===== src/rtl/plt_pkg.sv =====
// Constants and types shared by the loopback and test-mode block.
package plt_pkg;
  // Register byte offsets on the Avalon-MM slave
  localparam logic [3:0] PLT_OFS_CTRL    = 4'h0;
  localparam logic [3:0] PLT_OFS_STATUS  = 4'h4;
  localparam logic [3:0] PLT_OFS_SETTING = 4'h8;
  // Control register: field position and value after reset
  localparam int         PLT_CTRL_RESYNC_BIT = 0;
  localparam logic       PLT_CTRL_RESET      = 1'b0;
  // Status register field positions
  localparam int PLT_ST_TEST_BIT   = 0;
  localparam int PLT_ST_DISC_BIT   = 1;
  localparam int PLT_ST_DIR_BIT    = 2;
  localparam int PLT_ST_SWITCH_BIT = 3;
  localparam int PLT_ST_OE_LSB     = 4;
  localparam int PLT_ST_MULT_LSB   = 8;
  localparam int PLT_ST_STATE_LSB  = 12;
  // Decoded control codes of the test entry symbol
  localparam logic [7:0] PLT_COMMA_BYTE = 8'hBC;
  localparam logic [7:0] PLT_ENTRY_KCODE = 8'hFE;
  // Repetitions of the entry symbol needed before it counts
  localparam logic [2:0] PLT_ENTRY_REPEAT = 3'h4;
  // Main mode codes in the upper nibble of the primary setting
  localparam logic [3:0] PLT_MAIN_LOOPBACK = 4'h0;
  localparam logic [3:0] PLT_MAIN_VENDOR   = 4'hF;
  // Sub mode bits of the primary setting
  localparam int PLT_SUB_TIMING_BIT = 0;
  localparam int PLT_SUB_DISC_BIT   = 1;
  // Fields of the secondary setting
  localparam int PLT_SEC_DIR_BIT  = 7;
  localparam int PLT_SEC_MULT_MSB = 2;
  localparam logic [2:0] PLT_MULT_X15 = 3'h0;
  localparam logic [2:0] PLT_MULT_X30 = 3'h1;
  // Reset values of settings and lanes
  localparam logic [7:0] PLT_SETTING_RESET = 8'h00;
  localparam logic [9:0] PLT_SYM_RESET     = 10'h000;
  // Lane indices
  localparam int PLT_LANE_H2D = 0;
  localparam int PLT_LANE_D2H = 1;
  // Power state machine, one-hot
  typedef enum logic [3:0] {
    PLT_PS_ACTIVE  = 4'b0001,
    PLT_PS_DORMANT = 4'b0010,
    PLT_PS_RESYNC  = 4'b0100,
    PLT_PS_EXIT    = 4'b1000
  } plt_pstate_t;
endpackage


===== src/rtl/plt_loopback.sv =====
// Device-side loopback path and PHY test-mode control.
//
// The implementer's own choices: the register offsets and the Avalon-MM register port.
`timescale 1ns/1ns
`default_nettype none

module plt_loopback
  import plt_pkg::*;
(
  input  wire logic        clk_in,                 // System clock, 100 MHz
  input  wire logic        rst_n_in,               // Synchronous reset, active low
  // Avalon-MM slave
  input  wire logic [3:0]  avs_address_in,         // Byte address
  input  wire logic        avs_read_in,            // Read request
  input  wire logic        avs_write_in,           // Write request
  input  wire logic [31:0] avs_writedata_in,       // Write data
  input  wire logic [3:0]  avs_byteenable_in,      // Byte lanes
  output logic      [31:0] avs_readdata_out,       // Read data, registered
  output logic             avs_waitrequest_out,    // Stall until answer
  // Recovered link side, outside the clock domain
  input  wire logic        sym_clk_in,             // Recovered symbol clock
  input  wire logic [9:0]  h2d_rx_sym_in,          // Deserializer out, host_to_device_lane
  input  wire logic [7:0]  h2d_rx_byte_in,         // Decoded byte, host_to_device_lane
  input  wire logic        h2d_rx_k_in,            // Control code flag
  input  wire logic [9:0]  d2h_rx_sym_in,          // Deserializer out, device_to_host_lane
  input  wire logic [7:0]  d2h_rx_byte_in,         // Decoded byte, device_to_host_lane
  input  wire logic        d2h_rx_k_in,            // Control code flag
  input  wire logic        amp_det_in,             // Amplitude detector wake flag
  // Link layer side, same clock
  input  wire logic [9:0]  h2d_tx_link_sym_in,     // Link symbol for host_to_device_lane
  input  wire logic [9:0]  d2h_tx_link_sym_in,     // Link symbol for device_to_host_lane
  input  wire logic        ll_loop_en_in,          // Link layer loopback enable
  input  wire logic        ll_loop_back_in,        // Link layer direction, 1 backward
  input  wire logic        lp_req_in,              // Request to enter low power
  // Serializer and PHY control
  output logic      [9:0]  h2d_tx_sym_out,         // Serializer in, host_to_device_lane
  output logic      [9:0]  d2h_tx_sym_out,         // Serializer in, device_to_host_lane
  output logic             h2d_tx_oe_out,          // Drive host_to_device_lane
  output logic             d2h_tx_oe_out,          // Drive device_to_host_lane
  output logic             phy_power_en_out,       // PHY circuitry powered
  output logic             amp_det_en_out,         // Amplitude detector powered
  output logic             pll_run_out,            // PLL running
  output logic      [2:0]  pll_mult_out,           // Active multiplier code
  output logic             cdr_resync_out,         // One-cycle CDR resync pulse
  output logic             test_mode_out           // PHY test mode active
);

  // Decoded sync symbol; arbitrary value, set by integration
  parameter logic [7:0] SYNC_SYM_BYTE = 8'h00;
  parameter logic       SYNC_SYM_IS_K = 1'b1;

  localparam int RAW_W = 40;                        // Width of synchronised bundle

  logic [RAW_W-1:0] raw;                            // Asynchronous inputs bundled
  logic [RAW_W-1:0] meta;                           // First synchroniser stage
  logic [RAW_W-1:0] sync;                           // Second stage, safe to read
  logic             clk_prev;                       // Last synced symbol clock
  logic             sym_stb;                        // Symbol clock rising edge
  logic [1:0][9:0]  rx_sym;                         // Synced symbol per lane
  logic [1:0][7:0]  rx_byte;                        // Synced byte per lane
  logic [1:0]       rx_k;                           // Synced K flag per lane
  logic [1:0][9:0]  cap_sym;                        // Captured symbol per lane
  logic             amp_sync;                       // Synced detector flag
  logic [1:0]       rx_sync_hit;                    // Sync symbol seen per lane
  logic [1:0]       entry_hit;                      // Four entry symbols per lane
  logic [1:0][7:0]  entry_p;                        // Primary per lane
  logic [1:0][7:0]  entry_s;                        // Secondary per lane
  logic             hit;                            // Accepted entry
  logic [7:0]       hit_p;                          // Accepted primary
  logic [7:0]       hit_s;                          // Accepted secondary
  plt_pstate_t      pstate;                         // Power state
  plt_pstate_t      next_pstate;                    // Next power state
  logic             test_active;                    // In PHY test mode
  logic             disc;                           // Disconnect mode held
  logic             pend_valid;                     // Deferred sub mode waiting
  logic             pend_disc;                      // Deferred disconnect choice
  logic [2:0]       pend_mult;                      // Multiplier for next exit
  logic             test_dir;                       // Test direction, 1 backward
  logic [7:0]       cur_p;                          // Last accepted primary
  logic [7:0]       cur_s;                          // Last accepted secondary
  logic             dir_eff;                        // Direction in force
  logic             loop_eff;                       // Loopback in force
  logic             dir_q;                          // Direction last cycle
  logic             switching;                      // Both lanes floated
  logic             resync_pref;                    // Control: prefer Re-Sync
  logic             bus_ack;                        // Answer cycle of access

  // Bundle every input from outside the domain for one synchroniser
  assign raw = {amp_det_in, sym_clk_in,
                d2h_rx_k_in, d2h_rx_byte_in, d2h_rx_sym_in,
                h2d_rx_k_in, h2d_rx_byte_in, h2d_rx_sym_in};

  // Two-flop synchroniser; the first stage feeds only the second
  always_ff @(posedge clk_in) begin
    if (!rst_n_in) begin
      meta <= '0;
      sync <= '0;
    end else begin
      meta <= raw;
      sync <= meta;
    end
  end

  // Unpack synced bundle; data and clock share latency, so data is
  // taken at the symbol clock's rising edge while it is stable
  assign rx_sym[PLT_LANE_H2D]  = sync[9:0];
  assign rx_byte[PLT_LANE_H2D] = sync[17:10];
  assign rx_k[PLT_LANE_H2D]    = sync[18];
  assign rx_sym[PLT_LANE_D2H]  = sync[28:19];
  assign rx_byte[PLT_LANE_D2H] = sync[36:29];
  assign rx_k[PLT_LANE_D2H]    = sync[37];
  assign amp_sync              = sync[39];
  assign sym_stb               = sync[38] & ~clk_prev;

  // Edge finder for the symbol clock
  always_ff @(posedge clk_in) begin
    if (!rst_n_in) begin
      clk_prev <= 1'b0;
    end else begin
      clk_prev <= sync[38];
    end
  end

  // Per-lane capture and entry-symbol recogniser
  genvar g;
  generate
    for (g = 0; g < 2; g++) begin : g_lane
      logic [1:0] pos;                              // Byte slot inside entry symbol
      logic [2:0] cnt;                              // Identical instances so far
      logic [7:0] p_new;                            // Primary of current instance
      logic [7:0] last_p;                           // Primary of previous instance
      logic [7:0] last_s;                           // Secondary of previous instance
      logic       hit_q;                            // Recognition pulse

      // Raw 10-bit capture, no decoding so illegal codes pass too
      always_ff @(posedge clk_in) begin
        if (!rst_n_in) begin
          cap_sym[g] <= PLT_SYM_RESET;
        end else if (sym_stb) begin
          cap_sym[g] <= rx_sym[g];
        end
      end

      assign rx_sync_hit[g] = sym_stb && (rx_byte[g] == SYNC_SYM_BYTE)
                              && (rx_k[g] == SYNC_SYM_IS_K);

      // Comma, K30.7, primary, secondary; any break restarts the count
      always_ff @(posedge clk_in) begin
        if (!rst_n_in) begin
          pos    <= 2'd0;
          cnt    <= 3'd0;
          p_new  <= PLT_SETTING_RESET;
          last_p <= PLT_SETTING_RESET;
          last_s <= PLT_SETTING_RESET;
          hit_q  <= 1'b0;
        end else begin
          hit_q <= 1'b0;
          if (sym_stb) begin
            case (pos)
              2'd0: begin
                // Comma opens an instance
                if (rx_k[g] && rx_byte[g] == PLT_COMMA_BYTE) begin
                  pos <= 2'd1;
                end else begin
                  cnt <= 3'd0;
                end
              end
              2'd1: begin
                // Control code follows the comma
                if (rx_k[g] && rx_byte[g] == PLT_ENTRY_KCODE) begin
                  pos <= 2'd2;
                end else begin
                  pos <= 2'd0;
                  cnt <= 3'd0;
                end
              end
              2'd2: begin
                // Primary setting byte
                if (!rx_k[g]) begin
                  p_new <= rx_byte[g];
                  pos   <= 2'd3;
                end else begin
                  pos <= 2'd0;
                  cnt <= 3'd0;
                end
              end
              default: begin
                // Secondary byte closes an instance; count identical repeats
                pos <= 2'd0;
                if (rx_k[g]) begin
                  cnt <= 3'd0;
                end else begin
                  last_p <= p_new;
                  last_s <= rx_byte[g];
                  if (cnt != 3'd0 && (p_new != last_p || rx_byte[g] != last_s)) begin
                    cnt <= 3'd1;
                  end else if (cnt == PLT_ENTRY_REPEAT - 3'd1) begin
                    cnt   <= 3'd0;
                    hit_q <= 1'b1;
                  end else begin
                    cnt <= cnt + 3'd1;
                  end
                end
              end
            endcase
          end
        end
      end

      assign entry_hit[g] = hit_q;
      assign entry_p[g]   = last_p;
      assign entry_s[g]   = last_s;
    end
  endgenerate

  // Only the lane that the test direction listens on is heard:
  // forward listens on host_to_device, backward on device_to_host
  assign hit   = test_dir ? entry_hit[PLT_LANE_D2H]
                          : entry_hit[PLT_LANE_H2D];
  assign hit_p = test_dir ? entry_p[PLT_LANE_D2H] : entry_p[PLT_LANE_H2D];
  assign hit_s = test_dir ? entry_s[PLT_LANE_D2H] : entry_s[PLT_LANE_H2D];

  // Test settings; they survive Dormant and Re-Sync until replaced
  always_ff @(posedge clk_in) begin
    if (!rst_n_in) begin
      test_active <= 1'b0;
      disc        <= 1'b0;
      pend_valid  <= 1'b0;
      pend_disc   <= 1'b0;
      pend_mult   <= PLT_MULT_X15;
      pll_mult_out <= PLT_MULT_X15;
      test_dir    <= 1'b0;
      cur_p       <= PLT_SETTING_RESET;
      cur_s       <= PLT_SETTING_RESET;
    end else begin
      if (pstate == PLT_PS_EXIT) begin
        // Deferred choices land on the common exit
        pll_mult_out <= pend_mult;
        if (pend_valid) begin
          disc       <= pend_disc;
          pend_valid <= 1'b0;
        end
      end
      if (hit) begin
        cur_p       <= hit_p;
        cur_s       <= hit_s;
        test_active <= 1'b1;
        if (hit_p[7:4] == PLT_MAIN_LOOPBACK) begin
          test_dir <= hit_s[PLT_SEC_DIR_BIT];
          // Reserved multiplier codes leave the pending value alone
          if (hit_s[PLT_SEC_MULT_MSB:0] == PLT_MULT_X15 ||
              hit_s[PLT_SEC_MULT_MSB:0] == PLT_MULT_X30) begin
            pend_mult <= hit_s[PLT_SEC_MULT_MSB:0];
          end
          if (!hit_p[PLT_SUB_TIMING_BIT]) begin
            disc       <= hit_p[PLT_SUB_DISC_BIT];
            pend_valid <= 1'b0;
          end else begin
            pend_disc  <= hit_p[PLT_SUB_DISC_BIT];
            pend_valid <= 1'b1;
          end
        end
        // Vendor main mode is recorded only; no standard action taken
      end
    end
  end

  // Test mode owns the mux; otherwise the link layer does
  assign loop_eff = (test_active && cur_p[7:4] == PLT_MAIN_LOOPBACK)
                    || (!test_active && ll_loop_en_in);
  assign dir_eff  = test_active ? test_dir : ll_loop_back_in;

  // Direction change floats both lanes until sync arrives on new receiver;
  // symbols sent around the switch may be broken, which is tolerated
  always_ff @(posedge clk_in) begin
    if (!rst_n_in) begin
      dir_q     <= 1'b0;
      switching <= 1'b0;
    end else begin
      dir_q <= dir_eff;
      if (dir_eff != dir_q) begin
        switching <= 1'b1;
      end else if (switching && rx_sync_hit[dir_eff ? PLT_LANE_D2H : PLT_LANE_H2D]) begin
        switching <= 1'b0;
      end
    end
  end

  // Serializer inputs: loop symbol into the other lane or link data
  always_ff @(posedge clk_in) begin
    if (!rst_n_in) begin
      h2d_tx_sym_out <= PLT_SYM_RESET;
      d2h_tx_sym_out <= PLT_SYM_RESET;
    end else begin
      if (loop_eff && dir_eff) begin
        h2d_tx_sym_out <= cap_sym[PLT_LANE_D2H];
      end else begin
        h2d_tx_sym_out <= h2d_tx_link_sym_in;
      end
      if (loop_eff && !dir_eff) begin
        d2h_tx_sym_out <= cap_sym[PLT_LANE_H2D];
      end else begin
        d2h_tx_sym_out <= d2h_tx_link_sym_in;
      end
    end
  end

  // Power state register
  always_ff @(posedge clk_in) begin
    if (!rst_n_in) begin
      pstate <= PLT_PS_ACTIVE;
    end else begin
      pstate <= next_pstate;
    end
  end

  // Power state transitions
  always_comb begin
    next_pstate = pstate;
    case (pstate)
      PLT_PS_ACTIVE: begin
        if (lp_req_in) begin
          // Forward loopback never uses Re-Sync; it uses Dormant unless disconnect mode is held
          if (resync_pref && dir_eff) begin
            next_pstate = PLT_PS_RESYNC;
          end else if (!(test_active && disc)) begin
            next_pstate = PLT_PS_DORMANT;
          end
        end
      end
      PLT_PS_DORMANT: begin
        if (amp_sync) begin
          next_pstate = PLT_PS_EXIT;
        end
      end
      PLT_PS_RESYNC: begin
        if (|rx_sync_hit) begin
          next_pstate = PLT_PS_EXIT;
        end
      end
      PLT_PS_EXIT: begin
        next_pstate = PLT_PS_ACTIVE;
      end
      default: begin
        next_pstate = PLT_PS_ACTIVE;
      end
    endcase
  end

  // Power controls; detector stays up, PLL stops only while needed
  assign phy_power_en_out = (pstate != PLT_PS_DORMANT);
  assign amp_det_en_out   = 1'b1;
  assign pll_run_out      = (pstate == PLT_PS_ACTIVE) || (pstate == PLT_PS_EXIT)
                            || (pstate == PLT_PS_RESYNC && pend_mult == pll_mult_out);
  assign cdr_resync_out   = (pstate == PLT_PS_EXIT);
  assign test_mode_out    = test_active;

  // Lane drivers: only the transmit lane of the direction, never in
  // Dormant and never while a direction switch is pending; the cycle in
  // which the direction flips floats both too, before switching is set
  assign h2d_tx_oe_out = dir_eff && (dir_eff == dir_q) && !switching
                         && phy_power_en_out;
  assign d2h_tx_oe_out = !dir_eff && (dir_eff == dir_q) && !switching
                         && phy_power_en_out;

  // Avalon answer comes one cycle after the request is seen
  assign avs_waitrequest_out = (avs_read_in || avs_write_in) && !bus_ack;

  // Bus acknowledge and control register write
  always_ff @(posedge clk_in) begin
    if (!rst_n_in) begin
      bus_ack     <= 1'b0;
      resync_pref <= PLT_CTRL_RESET;
    end else begin
      bus_ack <= (avs_read_in || avs_write_in) && !bus_ack;
      // Write lands on the answer edge, where the master sees waitrequest low
      if (avs_write_in && bus_ack && avs_address_in == PLT_OFS_CTRL
          && avs_byteenable_in[0]) begin
        resync_pref <= avs_writedata_in[PLT_CTRL_RESYNC_BIT];
      end
    end
  end

  // Read data; unmapped addresses read zero
  always_ff @(posedge clk_in) begin
    if (!rst_n_in) begin
      avs_readdata_out <= 32'h0000_0000;
    end else if (avs_read_in && !bus_ack) begin
      avs_readdata_out <= 32'h0000_0000;
      case (avs_address_in)
        PLT_OFS_CTRL: begin
          avs_readdata_out[PLT_CTRL_RESYNC_BIT] <= resync_pref;
        end
        PLT_OFS_STATUS: begin
          avs_readdata_out[PLT_ST_TEST_BIT]   <= test_active;
          avs_readdata_out[PLT_ST_DISC_BIT]   <= disc;
          avs_readdata_out[PLT_ST_DIR_BIT]    <= dir_eff;
          avs_readdata_out[PLT_ST_SWITCH_BIT] <= switching;
          avs_readdata_out[PLT_ST_OE_LSB+:2]  <= {d2h_tx_oe_out, h2d_tx_oe_out};
          avs_readdata_out[PLT_ST_MULT_LSB+:3] <= pll_mult_out;
          avs_readdata_out[PLT_ST_STATE_LSB+:4] <= pstate;
        end
        PLT_OFS_SETTING: begin
          avs_readdata_out[15:0] <= {cur_s, cur_p};
        end
        default: begin
          avs_readdata_out <= 32'h0000_0000;
        end
      endcase
    end
  end

endmodule

`default_nettype wire


===== config.mk =====
export PLATFORM = sky130hd
export DESIGN_NAME = plt_loopback
export DESIGN_NICKNAME = d
export VERILOG_FILES = /design/src/rtl/plt_pkg.sv /design/src/rtl/plt_loopback.sv
export SDC_FILE = /design/constraint.sdc
export NUM_CORES = 1
export LEC_CHECK = 0
export ABC_AREA = 1
export CAP_MARGIN = 15
export CORE_MARGIN = 3
export CORE_UTILIZATION = 45
export DETAILED_ROUTE_END_ITERATION = 7
export DONT_BUFFER_PORTS = 1
export MAX_ROUTING_LAYER = met4
export SLEW_MARGIN = 40
export SYNTH_ARGS = -nofsm -noshare
export SYNTH_HDL_FRONTEND = slang
export SYNTH_SLANG_ARGS = --single-unit

===== constraint.sdc =====
create_clock -name clk_in -period 2.45 [get_ports clk_in]
set_input_delay 0.3675 -clock clk_in [delete_from_list [all_inputs] [get_ports clk_in]]
set_output_delay 0.3675 -clock clk_in [all_outputs]
set_load 0.005 [all_outputs]

==> flow_metrics.py <==
metrics = {
    "floorplan": {
        "die_width_um": 149,
        "die_y_um": 149,
        "die_area_um2": 22100,
        "rows": 51,
        "io_pins": 170,
        "coreArea_um2": 19700,
        "initial_core_util_pct": 46.4,
    },
    "setup_path": {
        "cp-end-kind": "output pin",
        "crit_chain": "inv_2 > nand2_1 > o21ai_2 > inv_2 > ha_1 > nand2_1 > nor2_1",
        "max_stage_delay_ns": 0.52,
        "cp.required_ns": 2.08,
        "reg2reg_slack_ns": 0.61,
        "ff2ff_path_depth": 10,
        "startpoint_type": "flip-flop",
        "path_class": "reg2out",
        "crit_fanout": 19,
        "cp-startpoint": "test_dir",
        "crit_end": "h2d_tx_oe_out",
        "rr_endpoint": "pstate[0]",
        "cp.arrival_ns": 1.89,
        "crit_path_top_delay_cell": "dfxtp_2",
        "rr_startpoint": "sync[38]",
    },
    "run_status": {
        "outcome": "finished, final reports clean",
    },
    "finish": {
        "drive_gt1_share_pct": 5.44,
        "multi_input_area_um2": 3470,
        "diodes": 0,
        "regArea_um2": 4650,
        "fin_area_um2": 10800,
        "instances_no_fill": 1589,
        "fill_cells": 1843,
        "syn_to_final_growth_pct": 17.6,
        "fin_nets": 1420,
    },
    "clocking": {
        "cts_made_buffers": 25,
        "cts_tree": "done",
        "post_cts_buffers": 0,
        "htreeDepth": 1,
        "clkLatencyLatePin_ns": 0.51,
        "cts_buffer_depth": 3,
        "clockRootBuffer": "clkbuf_16",
        "clk_pin_slew_ns": 0.06,
        "cts.sinks": 232,
    },
    "place": {
        "dp.cells": 1480,
        "hpwl_um": 14000,
        "io_buffers": 0,
        "gp_congestion": 0.835,
        "place_area_um2": 9280,
    },
    "route": {
        "routed_via_density": 4.76,
        "drt_iter0_drc": 311,
        "drtAntennaViolNets": 0,
        "dr.pass1.iters": 5,
        "drc_errors": 0,
        "vias": 7565,
        "wl_um": 22000,
        "wire_per_inst_um": 13.9,
    },
    "yosys": {
        "yosysTopAreaCell": "dfxtp_1",
        "yosysSeqAreaShare_pct": 50.7,
        "syn_area_per_cell_um2": 7.29,
        "synthDistinctLibCells": 38,
        "yosysWarnings": 0,
        "synth_area_leaders": "dfxtp_1 51%, nand2_1 12%, inv_1 8.0%",
        "synth_top_area_share_pct": 50.7,
        "syn_inst": 1257,
        "syn-cell-area_um2": 9160,
        "ys_ff_latch": 232,
    },
    "global_route": {
        "grt_util_all_layers_pct": 20.3,
        "grt_pass1_wl_um": 35700,
        "grt_pass1_vias": 7085,
        "grt_max_degree": 90,
        "antenna_found_initial": 0,
        "overflow": 0,
    },
    "sta": {
        "slew_viol_final": 0,
        "fin_tns_setup_ns": 0,
        "max_freq_ghz": 0.442,
        "rsz0062_at_grt": "no",
        "whs_ns": 0.0206,
        "timing_hold_violations_final": 0,
        "fin_crit_ns": 2.26,
        "relSlewSlack_pct": 58.6,
        "tightest_slew_ns": 0.613,
        "clock-skew-final_ns": 0.00730,
        "period_share_pct": 92.3,
        "setup_viol": 0,
    },
    "power": {
        "clkPwrFrac_pct": 44.3,
        "switching_share_pct": 22.6,
        "power_mw": 8.13,
        "combinationalPowerShare_pct": 6.5,
        "power.internal_mw": 6.30,
        "p_leak_nw": 5.06,
        "p_sw_mw": 1.84,
        "seqPwrFrac_pct": 49.2,
        "ir_drop_mv": 0.531,
        "power.density_nw_per_um2": 756,
    },
    "job": {
        "maxCapViolCount": 0,
    },
    "hold_path": {
        "hold_class": "in2reg",
    },
}
[kinds of logic after synthesis]
family          Yosys count  share of synthesized area, %
simple gates            513                          22.6
buf+inv                 271                          12.1
flops                   232                          50.7
compound gates          231                          13.6
fa+ha+maj                 6                         0.820
xor+xnor                  2                         0.191
other cells               2                        0.0820
[sequential cells by signal (all words and copies together), names as in the netlist, 4 cells and up]
| register | flops |
|---|---|
| meta | 40 |
| sync | 40 |
| cap_sym | 20 |
| avs_readdata_out | 16 |
| g_lane.last_p | 16 |
| g_lane.last_s | 16 |
| g_lane.p_new | 16 |
| d2h_tx_sym_out | 10 |
| h2d_tx_sym_out | 10 |
| cur_p | 8 |
| cur_s | 8 |
| g_lane.cnt | 6 |
| g_lane.pos | 4 |
| pstate | 4 |
[worst min path at each step]
stage,slack [ns],from,endpoint,cells after the start
finish,0.02,d2h_tx_link_sym_in[2],d2h_tx_sym_out[2],2
global route,0.006,h2d_tx_link_sym_in[6],h2d_tx_sym_out[6],2
CTS,0.0005,h2d_tx_link_sym_in[8],h2d_tx_sym_out[8],2
detailed placement,0.39,meta[30],sync[30],2
global placement,0.39,meta[26],sync[26],2
floorplan,0.39,meta[0],sync[0],2
[power by group through the flow]
| stage | Combinational (mW) | Clock [mW] | Sequential (mW) |
|---|---|---|---|
| after floorplan | 0.371 | 0 | 4.06 |
| after global placement | 0.396 | 0 | 4.08 |
| after detailed placement | 0.405 | 0 | 4.08 |
| after CTS | 0.523 | 3.71 | 4.00 |
| after global routing | 0.599 | 3.88 | 4.02 |
| final | 0.527 | 3.60 | 4.00 |
[routing by layer]
layer  track usage [%]  wire [µm]
met5                 -          0
met4              4.34        490
met3              3.53       1060
met2              32.9      10300
met1              26.8      10200
[repair_timing]
item | in CTS | in global routing
resized for setup | 1 | 0
hold buffers | 63 | 2
hold endpoints to repair | 107 | 2
endpoints found under the setup margin | 1 | 0
[layout by cell type (no fill, tap or decap), types with 7 or more instances in the layout]
master	n
buf_4	9
dlygate4sd3_1	63
a21oi_1	72
conb_1	17
o21ai_0	81
a211oi_1	10
clkbuf_8	10
nor2_1	161
clkbuf_16	25
nand3_1	36
a31oi_1	10
inv_2	8
nand2_1	289
o21ai_1	43
dfxtp_1	231
nand4_1	7
inv_1	196
[area by class of cell]
class	count	share of cell area (%)
Sequential cell	232	43.1
Multi-Input combinational cell	769	32.2
Clock buffer	39	7.23
Inverter	205	7.15
Timing Repair Buffer	74	6.93
Tap cell	265	3.08
Clock inverter	5	0.267
[synth_stat cells]
| cell | instances |
|---|---|
| a211oi_1 | 10 |
| a21oi_1 | 72 |
| a22oi_1 | 2 |
| a31oi_1 | 10 |
| a41oi_1 | 1 |
| and3_1 | 2 |
| buf_1 | 1 |
| buf_2 | 14 |
| buf_4 | 17 |
| buf_6 | 1 |
| clkbuf_1 | 33 |
| clkinv_1 | 1 |
| conb_1 | 2 |
| dfxtp_1 | 232 |
| ha_1 | 6 |
| inv_1 | 196 |
| inv_2 | 8 |
| nand2_1 | 289 |
| nand2_2 | 1 |
| nand3_1 | 36 |
| nand3b_4 | 1 |
| nand4_1 | 7 |
| nor2_1 | 162 |
| nor2_2 | 2 |
| nor2_4 | 1 |
| nor3_1 | 6 |
| nor3_4 | 2 |
| nor4_1 | 1 |
| o211ai_1 | 3 |
| o21ai_0 | 81 |
| o21ai_1 | 43 |
| o21ai_2 | 1 |
| o221ai_1 | 6 |
| o22ai_1 | 1 |
| o311ai_0 | 1 |
| or2_2 | 3 |
| xnor2_1 | 1 |
| xor2_1 | 1 |
[stage by stage]
step,utilization (%),setup slack (ns)
global placement,47.1,0.507
floorplan,-,1.08
detailed placement,47.1,0.499
CTS,54.5,0.185
finish,54.6,0.189
global route,54.6,0.0235
[worst max-delay path, delay by kind of cell (launching register included)]
kind,cells,cell delay [ns]
AOI/OAI and AO/OA,1,0.12
adders and majority gates,1,0.14
buffers and inverters,2,0.24
DFF,1,0.52
and+or+nand+nor,3,0.37
No activity file was read; power rests on OpenSTA's default activity.
